**config.mk**
```make
export PLATFORM = sky130hd
export DESIGN_NAME = pfc_pwm
export DESIGN_NICKNAME = d
export VERILOG_FILES = /design/src/pfc_pwm_pkg.sv /design/src/pfc_pwm.sv
export SDC_FILE = /design/constraint.sdc
export NUM_CORES = 1
export LEC_CHECK = 0
export BUFFER_PORTS_ARGS = -buffer_cell sky130_fd_sc_hd__buf_2
export CORE_ASPECT_RATIO = 0.75
export CORE_MARGIN = 5
export CORE_UTILIZATION = 30
export CTS_CLUSTER_DIAMETER = 150
export CTS_CLUSTER_SIZE = 40
export DETAILED_ROUTE_END_ITERATION = 8
export PLACE_DENSITY = 0.52
export SYNTH_ARGS = -nofsm -noshare
export SYNTH_HDL_FRONTEND = slang
export SYNTH_SLANG_ARGS = --single-unit
```
**constraint.sdc**
```tcl
create_clock -name CORE_CLK_I -period 4.3 [get_ports CORE_CLK_I]
set_input_delay 0.86 -clock CORE_CLK_I [delete_from_list [all_inputs] [get_ports CORE_CLK_I]]
set_output_delay 0.86 -clock CORE_CLK_I [all_outputs]
set_load 0.03 [all_outputs]
```
**src/pfc_pwm_pkg.sv**
```systemverilog
// Overview of operation
// - Dual-slope frequency correct PWM runs when waveform_select is 8 or 9.
// - Counter climbs from 0x0000 to TOP, then descends back to 0x0000.
// - Non-inverting clears output on up-count match, sets on down-count match; inverting opposite.
// - TOP is capture_top_register for 8, compare_value_a for 9; direction reverses at TOP.
// - Counter holds TOP for exactly one timer_tick before descending.
// - compare_match_flag_x sets whenever counter equals compare_value_x.
// - At BOTTOM compare buffers load and count_wrap_flag sets in the same tick.
// - At TOP the compare A flag or capture_flag sets, per TOP source.
// - output_action_x two gives non-inverted PWM, three gives inverted PWM.
// - Waveform reaches the pin only while pin_direction_x selects output.
// - Compare at BOTTOM gives steady low, at TOP steady high, non-inverted.
// - Mode 9 with output_action_a one toggles waveform_out_a per match.
// - timer_tick is the clock divided by 1, 8, 64, 256 or 1024.
// - Fully synchronous; timer_tick is a clock enable, not a clock.
// - Action one toggles only in modes 9 or 11, else disconnected; code toggles A in mode 9 only, B stays disconnected.
// - Action zero disconnects the waveform; pin keeps normal port level.
package pfc_pwm_pkg;
   localparam int unsigned ADDR_W      = 8;
   localparam logic [7:0]  CTRL_OFS    = 8'h00;
   localparam logic [7:0]  CAP_TOP_OFS = 8'h04;
   localparam logic [7:0]  CMP_A_OFS   = 8'h08;
   localparam logic [7:0]  CMP_B_OFS   = 8'h0C;
   localparam logic [7:0]  COUNT_OFS   = 8'h10;
   localparam logic [7:0]  FLAGS_OFS   = 8'h14;
   localparam int unsigned WS_LSB      = 0;
   localparam int unsigned ACT_A_LSB   = 4;
   localparam int unsigned ACT_B_LSB   = 6;
   localparam int unsigned CLKSEL_LSB  = 8;
   localparam int unsigned DIR_A_BIT   = 12;
   localparam int unsigned DIR_B_BIT   = 13;
   localparam int unsigned LVL_A_BIT   = 16;
   localparam int unsigned LVL_B_BIT   = 17;
   localparam logic [31:0] CTRL_MASK   = 32'h0003_37FF;
   localparam logic [31:0] CTRL_RST    = 32'h0000_0000;
   localparam int unsigned FLAG_W      = 4;
   localparam int unsigned FLG_WRAP    = 0;
   localparam int unsigned FLG_CMP_A   = 1;
   localparam int unsigned FLG_CMP_B   = 2;
   localparam int unsigned FLG_CAP     = 3;
   localparam int unsigned STS_DOWN    = 8;
   localparam logic [3:0]  WS_PFC_CAP  = 4'h8;
   localparam logic [3:0]  WS_PFC_CMPA = 4'h9;
   localparam logic [3:0]  WS_PC_CMPA  = 4'hB;
   localparam logic [1:0]  ACT_OFF     = 2'h0;
   localparam logic [1:0]  ACT_TOGGLE  = 2'h1;
   localparam logic [1:0]  ACT_NONINV  = 2'h2;
   localparam logic [1:0]  ACT_INV     = 2'h3;
   localparam logic [2:0]  CS_DIV1     = 3'h1;
   localparam logic [2:0]  CS_DIV8     = 3'h2;
   localparam logic [2:0]  CS_DIV64    = 3'h3;
   localparam logic [2:0]  CS_DIV256   = 3'h4;
   localparam logic [2:0]  CS_DIV1024  = 3'h5;
   localparam logic [9:0]  MASK_DIV8   = 10'h007;
   localparam logic [9:0]  MASK_DIV64  = 10'h03F;
   localparam logic [9:0]  MASK_DIV256 = 10'h0FF;
   localparam logic [9:0]  MASK_DIV1024 = 10'h3FF;
   localparam logic [1:0]  RESP_OKAY   = 2'h0;
   localparam logic [1:0]  RESP_SLVERR = 2'h2;
endpackage

```
**src/pfc_pwm.sv**
```systemverilog
// Implementation choices: the register offsets and the AXI4-Lite register port.
`timescale 1ns/1ps
`default_nettype none
module pfc_pwm #(
   parameter int unsigned COUNT_W = 16
) (
   input  wire logic                          CORE_CLK_I,
   input  wire logic                          ARST_N_I,
   input  wire logic [pfc_pwm_pkg::ADDR_W-1:0] S_AXI_AWADDR_I,
   input  wire logic                          S_AXI_AWVALID_I,
   output var  logic                          S_AXI_AWREADY_O,
   input  wire logic [31:0]                   S_AXI_WDATA_I,
   input  wire logic [3:0]                    S_AXI_WSTRB_I,
   input  wire logic                          S_AXI_WVALID_I,
   output var  logic                          S_AXI_WREADY_O,
   output var  logic [1:0]                    S_AXI_BRESP_O,
   output var  logic                          S_AXI_BVALID_O,
   input  wire logic                          S_AXI_BREADY_I,
   input  wire logic [pfc_pwm_pkg::ADDR_W-1:0] S_AXI_ARADDR_I,
   input  wire logic                          S_AXI_ARVALID_I,
   output var  logic                          S_AXI_ARREADY_O,
   output var  logic [31:0]                   S_AXI_RDATA_O,
   output var  logic [1:0]                    S_AXI_RRESP_O,
   output var  logic                          S_AXI_RVALID_O,
   input  wire logic                          S_AXI_RREADY_I,
   output var  logic                          WAVE_A_PIN_O,
   output var  logic                          WAVE_A_OE_O,
   output var  logic                          WAVE_B_PIN_O,
   output var  logic                          WAVE_B_OE_O
);
   import pfc_pwm_pkg::*;
   if (COUNT_W < 2 || COUNT_W > 32) begin : g_bad_width
      $error("COUNT_W must lie between 2 and 32");
   end
   localparam logic [COUNT_W-1:0] BOTTOM = '0;
   localparam logic [COUNT_W-1:0] ONE    = {{(COUNT_W-1){1'b0}}, 1'b1};
   // Bus handshake state
   logic                awready, next_awready, wready, next_wready;
   logic                aw_held, next_aw_held, w_held, next_w_held;
   logic [ADDR_W-1:0]   wr_addr, next_wr_addr;
   logic [31:0]         wr_data, next_wr_data;
   logic [3:0]          wr_strb, next_wr_strb;
   logic                bvalid, next_bvalid, arready, next_arready, rvalid, next_rvalid;
   logic [1:0]          bresp, next_bresp, rresp, next_rresp;
   logic [31:0]         rdata, next_rdata;
   logic                wr_fire;
   // Timer state
   logic [31:0]         ctrl, next_ctrl;
   logic [COUNT_W-1:0]  cap_top, next_cap_top;
   logic [COUNT_W-1:0]  cmp_a_buf, next_cmp_a_buf, cmp_b_buf, next_cmp_b_buf;
   logic [COUNT_W-1:0]  cmp_a, next_cmp_a, cmp_b, next_cmp_b;
   logic [COUNT_W-1:0]  cnt, next_cnt;
   logic                count_down, next_count_down;
   logic [FLAG_W-1:0]   flags, next_flags;
   logic                wave_a, next_wave_a, wave_b, next_wave_b;
   logic                pin_a, next_pin_a, pin_b, next_pin_b, oe_a, next_oe_a, oe_b, next_oe_b;
   logic [9:0]          presc, next_presc;
   logic [3:0]          waveform_select;
   logic [1:0]          output_action_a, output_action_b;
   logic [2:0]          clock_select;
   logic                timer_tick, pfc_mode, at_bottom, at_top_turn, counting_up;
   logic [COUNT_W-1:0]  top_val;
   function automatic logic [31:0] merge(input logic [31:0] old, input logic [31:0] data,
                                         input logic [3:0] strb);
      logic [31:0] res;
      res = old;
      for (int i = 0; i < 4; i++) begin
         if (strb[i]) begin
            res[8*i +: 8] = data[8*i +: 8];
         end
      end
      return res;
   endfunction
   function automatic logic valid_addr(input logic [ADDR_W-1:0] a);
      return (a == CTRL_OFS) || (a == CAP_TOP_OFS) || (a == CMP_A_OFS) || (a == CMP_B_OFS) ||
             (a == COUNT_OFS) || (a == FLAGS_OFS);
   endfunction
   function automatic logic pwm_level(input logic [1:0] act, input logic up, input logic cur,
                                      input logic may_toggle);
      unique case (act)
         ACT_NONINV: return !up;
         ACT_INV:    return up;
         ACT_TOGGLE: return may_toggle ? !cur : cur;
         default:    return cur;
      endcase
   endfunction
   assign waveform_select = ctrl[WS_LSB +: 4];
   assign output_action_a = ctrl[ACT_A_LSB +: 2];
   assign output_action_b = ctrl[ACT_B_LSB +: 2];
   assign clock_select    = ctrl[CLKSEL_LSB +: 3];
   assign pfc_mode        = (waveform_select == WS_PFC_CAP) || (waveform_select == WS_PFC_CMPA);
   assign top_val         = (waveform_select == WS_PFC_CAP) ? cap_top : cmp_a;
   assign at_bottom       = (cnt == BOTTOM);
   assign at_top_turn     = !count_down && !at_bottom && (cnt >= top_val);
   assign counting_up     = !at_top_turn && !(count_down && !at_bottom);
   assign wr_fire         = aw_held && w_held && !bvalid;
   // Prescaled tick used as an enable, never as a clock
   always_comb begin
      unique case (clock_select)
         CS_DIV1:    timer_tick = 1'b1;
         CS_DIV8:    timer_tick = (presc & MASK_DIV8) == MASK_DIV8;
         CS_DIV64:   timer_tick = (presc & MASK_DIV64) == MASK_DIV64;
         CS_DIV256:  timer_tick = (presc & MASK_DIV256) == MASK_DIV256;
         CS_DIV1024: timer_tick = presc == MASK_DIV1024;
         default:    timer_tick = 1'b0;
      endcase
   end
   always_comb begin
      next_aw_held = aw_held;
      next_w_held  = w_held;
      next_wr_addr = wr_addr;
      next_wr_data = wr_data;
      next_wr_strb = wr_strb;
      next_bvalid  = bvalid;
      next_bresp   = bresp;
      next_rvalid  = rvalid;
      next_rresp   = rresp;
      next_rdata   = rdata;
      if (S_AXI_AWVALID_I && awready) begin
         next_aw_held = 1'b1;
         next_wr_addr = S_AXI_AWADDR_I;
      end
      if (S_AXI_WVALID_I && wready) begin
         next_w_held  = 1'b1;
         next_wr_data = S_AXI_WDATA_I;
         next_wr_strb = S_AXI_WSTRB_I;
      end
      if (bvalid && S_AXI_BREADY_I) begin
         next_bvalid = 1'b0;
      end
      if (wr_fire) begin
         next_aw_held = 1'b0;
         next_w_held  = 1'b0;
         next_bvalid  = 1'b1;
         next_bresp   = valid_addr(wr_addr) ? RESP_OKAY : RESP_SLVERR;
      end
      if (rvalid && S_AXI_RREADY_I) begin
         next_rvalid = 1'b0;
      end
      if (S_AXI_ARVALID_I && arready) begin
         next_rvalid = 1'b1;
         next_rresp  = valid_addr(S_AXI_ARADDR_I) ? RESP_OKAY : RESP_SLVERR;
         next_rdata  = '0;
         unique case (S_AXI_ARADDR_I)
            CTRL_OFS:    next_rdata = ctrl;
            CAP_TOP_OFS: next_rdata = 32'(cap_top);
            CMP_A_OFS:   next_rdata = 32'(cmp_a_buf);
            CMP_B_OFS:   next_rdata = 32'(cmp_b_buf);
            COUNT_OFS:   next_rdata = 32'(cnt);
            FLAGS_OFS:   next_rdata = 32'(flags) | (32'(count_down) << STS_DOWN);
            default:     next_rdata = '0;
         endcase
      end
      next_awready = !next_aw_held && !next_bvalid;
      next_wready  = !next_w_held && !next_bvalid;
      next_arready = !next_rvalid;
   end
   always_ff @(posedge CORE_CLK_I or negedge ARST_N_I) begin
      if (!ARST_N_I) begin
         awready <= 1'b0;
         wready  <= 1'b0;
         aw_held <= 1'b0;
         w_held  <= 1'b0;
         wr_addr <= '0;
         wr_data <= '0;
         wr_strb <= '0;
         bvalid  <= 1'b0;
         bresp   <= RESP_OKAY;
         arready <= 1'b0;
         rvalid  <= 1'b0;
         rresp   <= RESP_OKAY;
         rdata   <= '0;
      end else begin
         awready <= next_awready;
         wready  <= next_wready;
         aw_held <= next_aw_held;
         w_held  <= next_w_held;
         wr_addr <= next_wr_addr;
         wr_data <= next_wr_data;
         wr_strb <= next_wr_strb;
         bvalid  <= next_bvalid;
         bresp   <= next_bresp;
         arready <= next_arready;
         rvalid  <= next_rvalid;
         rresp   <= next_rresp;
         rdata   <= next_rdata;
      end
   end
   always_comb begin
      next_ctrl       = ctrl;
      next_cap_top    = cap_top;
      next_cmp_a_buf  = cmp_a_buf;
      next_cmp_b_buf  = cmp_b_buf;
      next_cmp_a      = cmp_a;
      next_cmp_b      = cmp_b;
      next_cnt        = cnt;
      next_count_down = count_down;
      next_flags      = flags;
      next_wave_a     = wave_a;
      next_wave_b     = wave_b;
      next_presc      = presc + 10'h001;
      if (wr_fire) begin
         unique case (wr_addr)
            CTRL_OFS:    next_ctrl = merge(ctrl, wr_data, wr_strb) & CTRL_MASK;
            CAP_TOP_OFS: next_cap_top = COUNT_W'(merge(32'(cap_top), wr_data, wr_strb));
            CMP_A_OFS:   next_cmp_a_buf = COUNT_W'(merge(32'(cmp_a_buf), wr_data, wr_strb));
            CMP_B_OFS:   next_cmp_b_buf = COUNT_W'(merge(32'(cmp_b_buf), wr_data, wr_strb));
            FLAGS_OFS:   next_flags = wr_strb[0] ? (flags & ~wr_data[FLAG_W-1:0]) : flags;
            default:     next_flags = next_flags;
         endcase
      end
      // Outside this mode compare writes take effect at once
      if (!pfc_mode) begin
         next_cmp_a = next_cmp_a_buf;
         next_cmp_b = next_cmp_b_buf;
      end
      if (timer_tick && pfc_mode) begin
         if (at_bottom) begin
            next_cmp_a = next_cmp_a_buf;
            next_cmp_b = next_cmp_b_buf;
            next_flags[FLG_WRAP] = 1'b1;
         end
         if (at_top_turn) begin
            if (waveform_select == WS_PFC_CAP) begin
               next_flags[FLG_CAP] = 1'b1;
            end else begin
               next_flags[FLG_CMP_A] = 1'b1;
            end
         end
         if (cnt == cmp_a) begin
            next_flags[FLG_CMP_A] = 1'b1;
            next_wave_a = pwm_level(output_action_a, counting_up, wave_a,
                                    waveform_select == WS_PFC_CMPA);
         end
         if (cnt == cmp_b) begin
            next_flags[FLG_CMP_B] = 1'b1;
            next_wave_b = pwm_level(output_action_b, counting_up, wave_b, 1'b0);
         end
         if (at_top_turn) begin
            next_count_down = 1'b1;
            next_cnt = cnt - ONE;
         end else if (count_down && !at_bottom) begin
            next_cnt = cnt - ONE;
         end else begin
            next_count_down = 1'b0;
            next_cnt = cnt + ONE;
         end
      end
      next_pin_a = ((output_action_a == ACT_OFF) || ((output_action_a == ACT_TOGGLE) &&
                    (waveform_select != WS_PFC_CMPA) && (waveform_select != WS_PC_CMPA)))
                   ? ctrl[LVL_A_BIT] : wave_a;
      next_pin_b = ((output_action_b == ACT_OFF) || (output_action_b == ACT_TOGGLE))
                   ? ctrl[LVL_B_BIT] : wave_b;
      next_oe_a  = ctrl[DIR_A_BIT];
      next_oe_b  = ctrl[DIR_B_BIT];
   end
   always_ff @(posedge CORE_CLK_I or negedge ARST_N_I) begin
      if (!ARST_N_I) begin
         ctrl       <= CTRL_RST;
         cap_top    <= '0;
         cmp_a_buf  <= '0;
         cmp_b_buf  <= '0;
         cmp_a      <= '0;
         cmp_b      <= '0;
         cnt        <= '0;
         count_down <= 1'b0;
         flags      <= '0;
         wave_a     <= 1'b0;
         wave_b     <= 1'b0;
         pin_a      <= 1'b0;
         pin_b      <= 1'b0;
         oe_a       <= 1'b0;
         oe_b       <= 1'b0;
         presc      <= '0;
      end else begin
         ctrl       <= next_ctrl;
         cap_top    <= next_cap_top;
         cmp_a_buf  <= next_cmp_a_buf;
         cmp_b_buf  <= next_cmp_b_buf;
         cmp_a      <= next_cmp_a;
         cmp_b      <= next_cmp_b;
         cnt        <= next_cnt;
         count_down <= next_count_down;
         flags      <= next_flags;
         wave_a     <= next_wave_a;
         wave_b     <= next_wave_b;
         pin_a      <= next_pin_a;
         pin_b      <= next_pin_b;
         oe_a       <= next_oe_a;
         oe_b       <= next_oe_b;
         presc      <= next_presc;
      end
   end
   assign S_AXI_AWREADY_O = awready;
   assign S_AXI_WREADY_O  = wready;
   assign S_AXI_BVALID_O  = bvalid;
   assign S_AXI_BRESP_O   = bresp;
   assign S_AXI_ARREADY_O = arready;
   assign S_AXI_RVALID_O  = rvalid;
   assign S_AXI_RRESP_O   = rresp;
   assign S_AXI_RDATA_O   = rdata;
   assign WAVE_A_PIN_O    = pin_a;
   assign WAVE_A_OE_O     = oe_a;
   assign WAVE_B_PIN_O    = pin_b;
   assign WAVE_B_OE_O     = oe_b;
endmodule
`default_nettype wire

```
* After elaboration in Yosys (flattened, before gate mapping)
Index checks and enable logic that the tools add are counted.
** Cells by class
- Add/sub/neg operators :: 3
- $lt $le $gt $ge :: 1
- Equality and inequality tests :: 33
- Mux-type cells :: 47
- Bitwise gates (word level) :: 3
- Reduce and logical (&&, ||, !) cells :: 55
** Operators by type and width (number)
- $mux 16 :: 13
- $pmux 18 s6 :: 1
- $eq 16x16->1 :: 2
- $eq 8x4->1 const B :: 4
- $eq 8x5->1 const B :: 4
- $mux 8 :: 4
- $mux 1 :: 20
- $reduce_and 3->1 :: 6
- $add 16x1->16 const B :: 1
- $eq 8x3->1 const B :: 2
- $ge 16x16->1 :: 1
- $logic_and 1x1->1 :: 16
- $logic_not 16->1 :: 1
- $logic_not 8->1 :: 2
- $mux 4 :: 4
- $sub 16x1->16 const B :: 1
- $logic_or 1x1->1 :: 13
- $logic_not 1->1 :: 11
- $add 10x1->10 const B :: 1
- $eq 10x10->1 const B :: 1
- $eq 3x3->1 const B :: 3
- $or 4x9->9 :: 1
- $eq 2x2->1 const B :: 4
- $eq 4x4->1 const B :: 2
- 18 further kinds :: 24
** Word-level totals
- Flip-flop bits (word level) :: 204
- Bits of input ports :: 59

* Depth between registers and ports, before layout
- Depth after elaboration :: 9
- Mapped depth :: 14

* Worst setup path before layout
Ideal clock, no wire load.
- Path kind :: register to register
- Start point :: reg ctrl[1]
- End point :: reg cnt[9]
- Data arrival time :: 3.501 ns
- Data required time :: 4.176 ns
- Slack :: 0.675 ns
- Stages on the path, launching flop included :: 14
- Buffers on the path :: 2
- Cells stage by stage :: dfrtp_1 nand3b_1 nor2_1 clkbuf_1 mux2i_1 ha_1 a31oi_1 nor2b_1 o311ai_0 nand3_1 buf_2 a211oi_1 o21ai_0 xnor2_1
** On the way
- Longest elaborated chain between the ends :: 5
- Elaborated cells on any way between the ends :: 8
- Those cells by class :: order compare: 1; eq/ne: 2; mux: 2; reduce/logical: 3
** Ends and longest elaborated chain
- from (decl) :: line pfc_pwm.sv:48 : logic [31:0] ctrl, next_ctrl;
- from (signal assigned) :: line pfc_pwm.sv:276 : ctrl <= next_ctrl;
- $eq 4x4->1 :: line pfc_pwm.sv:91, pfc_pwm.sv:92
- $mux 16 :: line pfc_pwm.sv:92 : assign top_val = (waveform_select == WS_PFC_CAP) ? cap_top : cmp_a;
- $ge 16x16->1 :: line pfc_pwm.sv:94 : assign at_top_turn = !count_down && !at_bottom && (cnt >= top_val);
- $logic_and 1x1->1 :: line pfc_pwm.sv:94
- $mux 16 :: line pfc_pwm.sv:239 : if (at_top_turn) begin
- to (signal assigned) :: line pfc_pwm.sv:282 : cnt <= next_cnt;
- to (decl) :: line pfc_pwm.sv:52 : logic [COUNT_W-1:0] cnt, next_cnt;
Several ways; a longest one is shown, not always the timed one.
A chain may end at the register's enable or synchronous reset.

* Final worst setup path
- Start point :: reg ctrl[1]
- End point :: reg cnt[4]
Same word-level chain as after synthesis.

==> reports/qor.csv <==
metric;value;unit
synth_area;9288;µm²
final_layout_size_suffix_gt1_share;32.74;%
dieWidth;213.2;µm
cp-start-kind;register;
setup_viol;0;
n_antenna_cell;0;
worst_slew_pin_slew;886.5;ps
pin_count;104;
first_pass_iters;5;
viasPerCell;5.004;
fmax;0.2528;GHz
portBuffers;72;
cts_hold_buf;0;
yosysWarnings;0;
core.rowCount;55;
grt_pass1_vias;6034;
cts.sinks;188;
end_kind;register;
syn_inst;762;
core_area;30350;µm²
p_per_area;488.1;nW/µm²
slew-limit-headroom;40.45;%
synthFlopType;dfrtp_1;
layout.cells.non_filler;1236;
grt_pass1_wl;37690;µm
run_status;completed;
clk_path_buf_depth;2;
skew;11.08;ps
p_sw;1.639;mW
holdWs;393.4;ps
cap_viol_max_count;0;
syn_avg_cell_area;12.19;µm²
hold_viol;0;
yosys-top-cells-count;dfrtp_1 (188), mux2_2 (129), nand2_1 (51);
dieArea;34610;µm²
vias;6185;
slew_violations;0;
postCtsSetupBuffers;0;
clk_latency;450;ps
drt_iter0_markers;457;
post-dp-hpwl;17750;µm
hold_class;register to register;
cts_resized;0;
async_flop_share;100.0;%
synth-simple-area-share;9.363;%
p_sw_share;31.41;%
post_drt_wl_per_cell;19.57;µm
clk_pin_slew;70;ps
rsz0062_at_grt;false;
ys_ff_latch;188;
period_needed;3956;ps
finalPower;5.217;mW
grt-ovfl-total;0;
p_seq_share;44.8;%
internal_power;3.579;mW
antenna_found_initial;0;
crit_type;register to register;
synth.area.top_cells;dfrtp_1 (51%), mux2_2 (16%), xor2_1 (3.7%), mux4_2 (3.2%), ha_1 (2.7%);
cts_tree;yes;
ys_seq_area_share;50.65;%
syn2layout_area_growth;15.08;%
critPathMaxFanout;14;
synth_top_family_by_area;multiplexers;
max-vdd-ir-drop;238.0;µV
grt_max_degree;104;
clockPowerShare;32.9;%
route.detailed.drc;0;
place_ws;484.4;ps
synth_edf_count;0;
synth_top_cell_by_area;dfrtp_1;
grtUsageTotal;14.36;%
p_leak;5.086;nW
setup_ws;343.7;ps
synth_compound_area_share;7.625;%
placedCellCount;1204;
period_share;92.01;%
nNetsFinal;903;
yosys.area.top_type_share;50.65;%
cp_data_arrival_time;4320;ps
htree_levels;4;
setup_tns;0;ps
final_antenna_net_count;0;
dieHeight;162.4;µm
synthAdderAreaFrac;2.694;%
place_congestion;0.8559;
routed_wl;24190;µm
cts_buffers;17;
synth_xor_area_share;5.187;%
crit_required;4670;ps
yosysMostFrequentCell;dfrtp_1;
synth_cell_type_count;57;
start_util;30.60;%
combinationalPowerShare;22.3;%
root_buffer;clkbuf_16;
synth.area.mux_share;20.52;%
-- routing by layer --
metal / global-route usage, % / up-vias / share of wire [%]
met5: 0 / - / 0
met2: 18.19 / 180 / 39
met3: 4.044 / 18 / 7.7
li1: - / 2870 / -
met4: 3.641 / 0 / 1.1
met1: 23.40 / 3117 / 52
-- critical path, cell delays in order, from the launching register on --
cell and delay (ps):
dfrtp_1 410, nand3b_1 310, nor2_2 280, buf_4 320
mux2i_1 120, ha_1 330, nand4_1 160, nor3_1 300
o311ai_0 310, and3_1 300, nor2_1 390, buf_4 230
mux2i_1 230, xor2_1 180
-- power by group through the flow --
| stage | logic, mW | registers [mW] | clock network (mW) |
|---|---|---|---|
| after floorplan | 0.797 | 2.29 | 0 |
| after global placement | 1.15 | 2.36 | 0 |
| after detailed placement | 1.16 | 2.37 | 0 |
| after CTS | 1.17 | 2.34 | 1.77 |
| after global routing | 1.27 | 2.38 | 1.84 |
| final | 1.16 | 2.34 | 1.72 |
-- final cells by class --
cell class | count | area, µm²
Timing Repair Buffer | 89 | 521.8
Sequential cell | 188 | 4705
Tap cell | 399 | 499.2
Inverter | 10 | 37.54
Clock inverter | 13 | 187.7
Fill cell | 2998 | 19660
Multi-Input combinational cell | 518 | 4284
Clock buffer | 19 | 452.9
-- cells in the final DEF (no fill, tap or decap), types with 4 or more instances in the layout --
| cell type | n |
|---|---|
| a22oi_1 | 11 |
| nand3_1 | 19 |
| o21ai_0 | 37 |
| clkbuf_16 | 17 |
| buf_4 | 15 |
| xnor2_1 | 16 |
| xor2_1 | 39 |
| inv_1 | 10 |
| a21oi_1 | 21 |
| and3_1 | 7 |
| dfrtp_1 | 188 |
| a31oi_1 | 4 |
| and4_1 | 5 |
| nor2_1 | 14 |
| nand2_1 | 51 |
| bufinv_16 | 4 |
| mux2i_1 | 16 |
| and2_1 | 4 |
| nor3_1 | 15 |
| ha_1 | 20 |
| nand4_1 | 10 |
| nor2b_1 | 4 |
| mux2_2 | 129 |
| a22o_1 | 4 |
| a222oi_1 | 5 |
| nand3b_1 | 4 |
| mux4_2 | 13 |
| nor4_1 | 13 |
| buf_2 | 71 |
| conb_1 | 16 |
-- cells by family (layout without fill, tap and decap cells) --
family / count (synthesis) / after routing
AOI/OAI and AO/OA: 106 / 106
xor gates and xnor gates: 55 / 55
adders and majority gates: 20 / 20
buffers and inverters: 71 / 131
DFF: 188 / 188
muxes: 158 / 158
other: 1 / 16
and+or+nand+nor: 163 / 163
-- stage by stage --
stage	utilization, %	instance area, µm²
final	35.22	10690
after global routing	35.22	10690
after CTS	35.22	10690
after detailed placement	33.11	10050
after global placement	33.11	10050
after floorplan	-	9344
-- final timing paths --
check,cells after the start,endpoint,slack (ps),startpoint
setup / recovery,13,cnt[4],340,ctrl[1]
hold / removal,0,WAVE_A_OE_O,390,ctrl[12]
setup reg to reg,13,cnt[4],340,ctrl[1]
hold reg to reg,0,WAVE_A_OE_O,390,ctrl[12]
max in group asynchronous,2,cmp_b_buf[4],2860,ARST_N_I
min in group asynchronous,1,wr_data[13],470,ARST_N_I
-- flip-flops by register name (all words and copies together) (netlist names), 3 cells and up --
name,count
wr_strb,3
cmp_a,16
ctrl,15
cmp_a_buf,16
cmp_b_buf,16
S_AXI_RDATA_O,18
cnt,16
flags,4
presc,10
wr_addr,8
cap_top,16
wr_data,18
cmp_b,16
(Power assumes the default switching activity.)
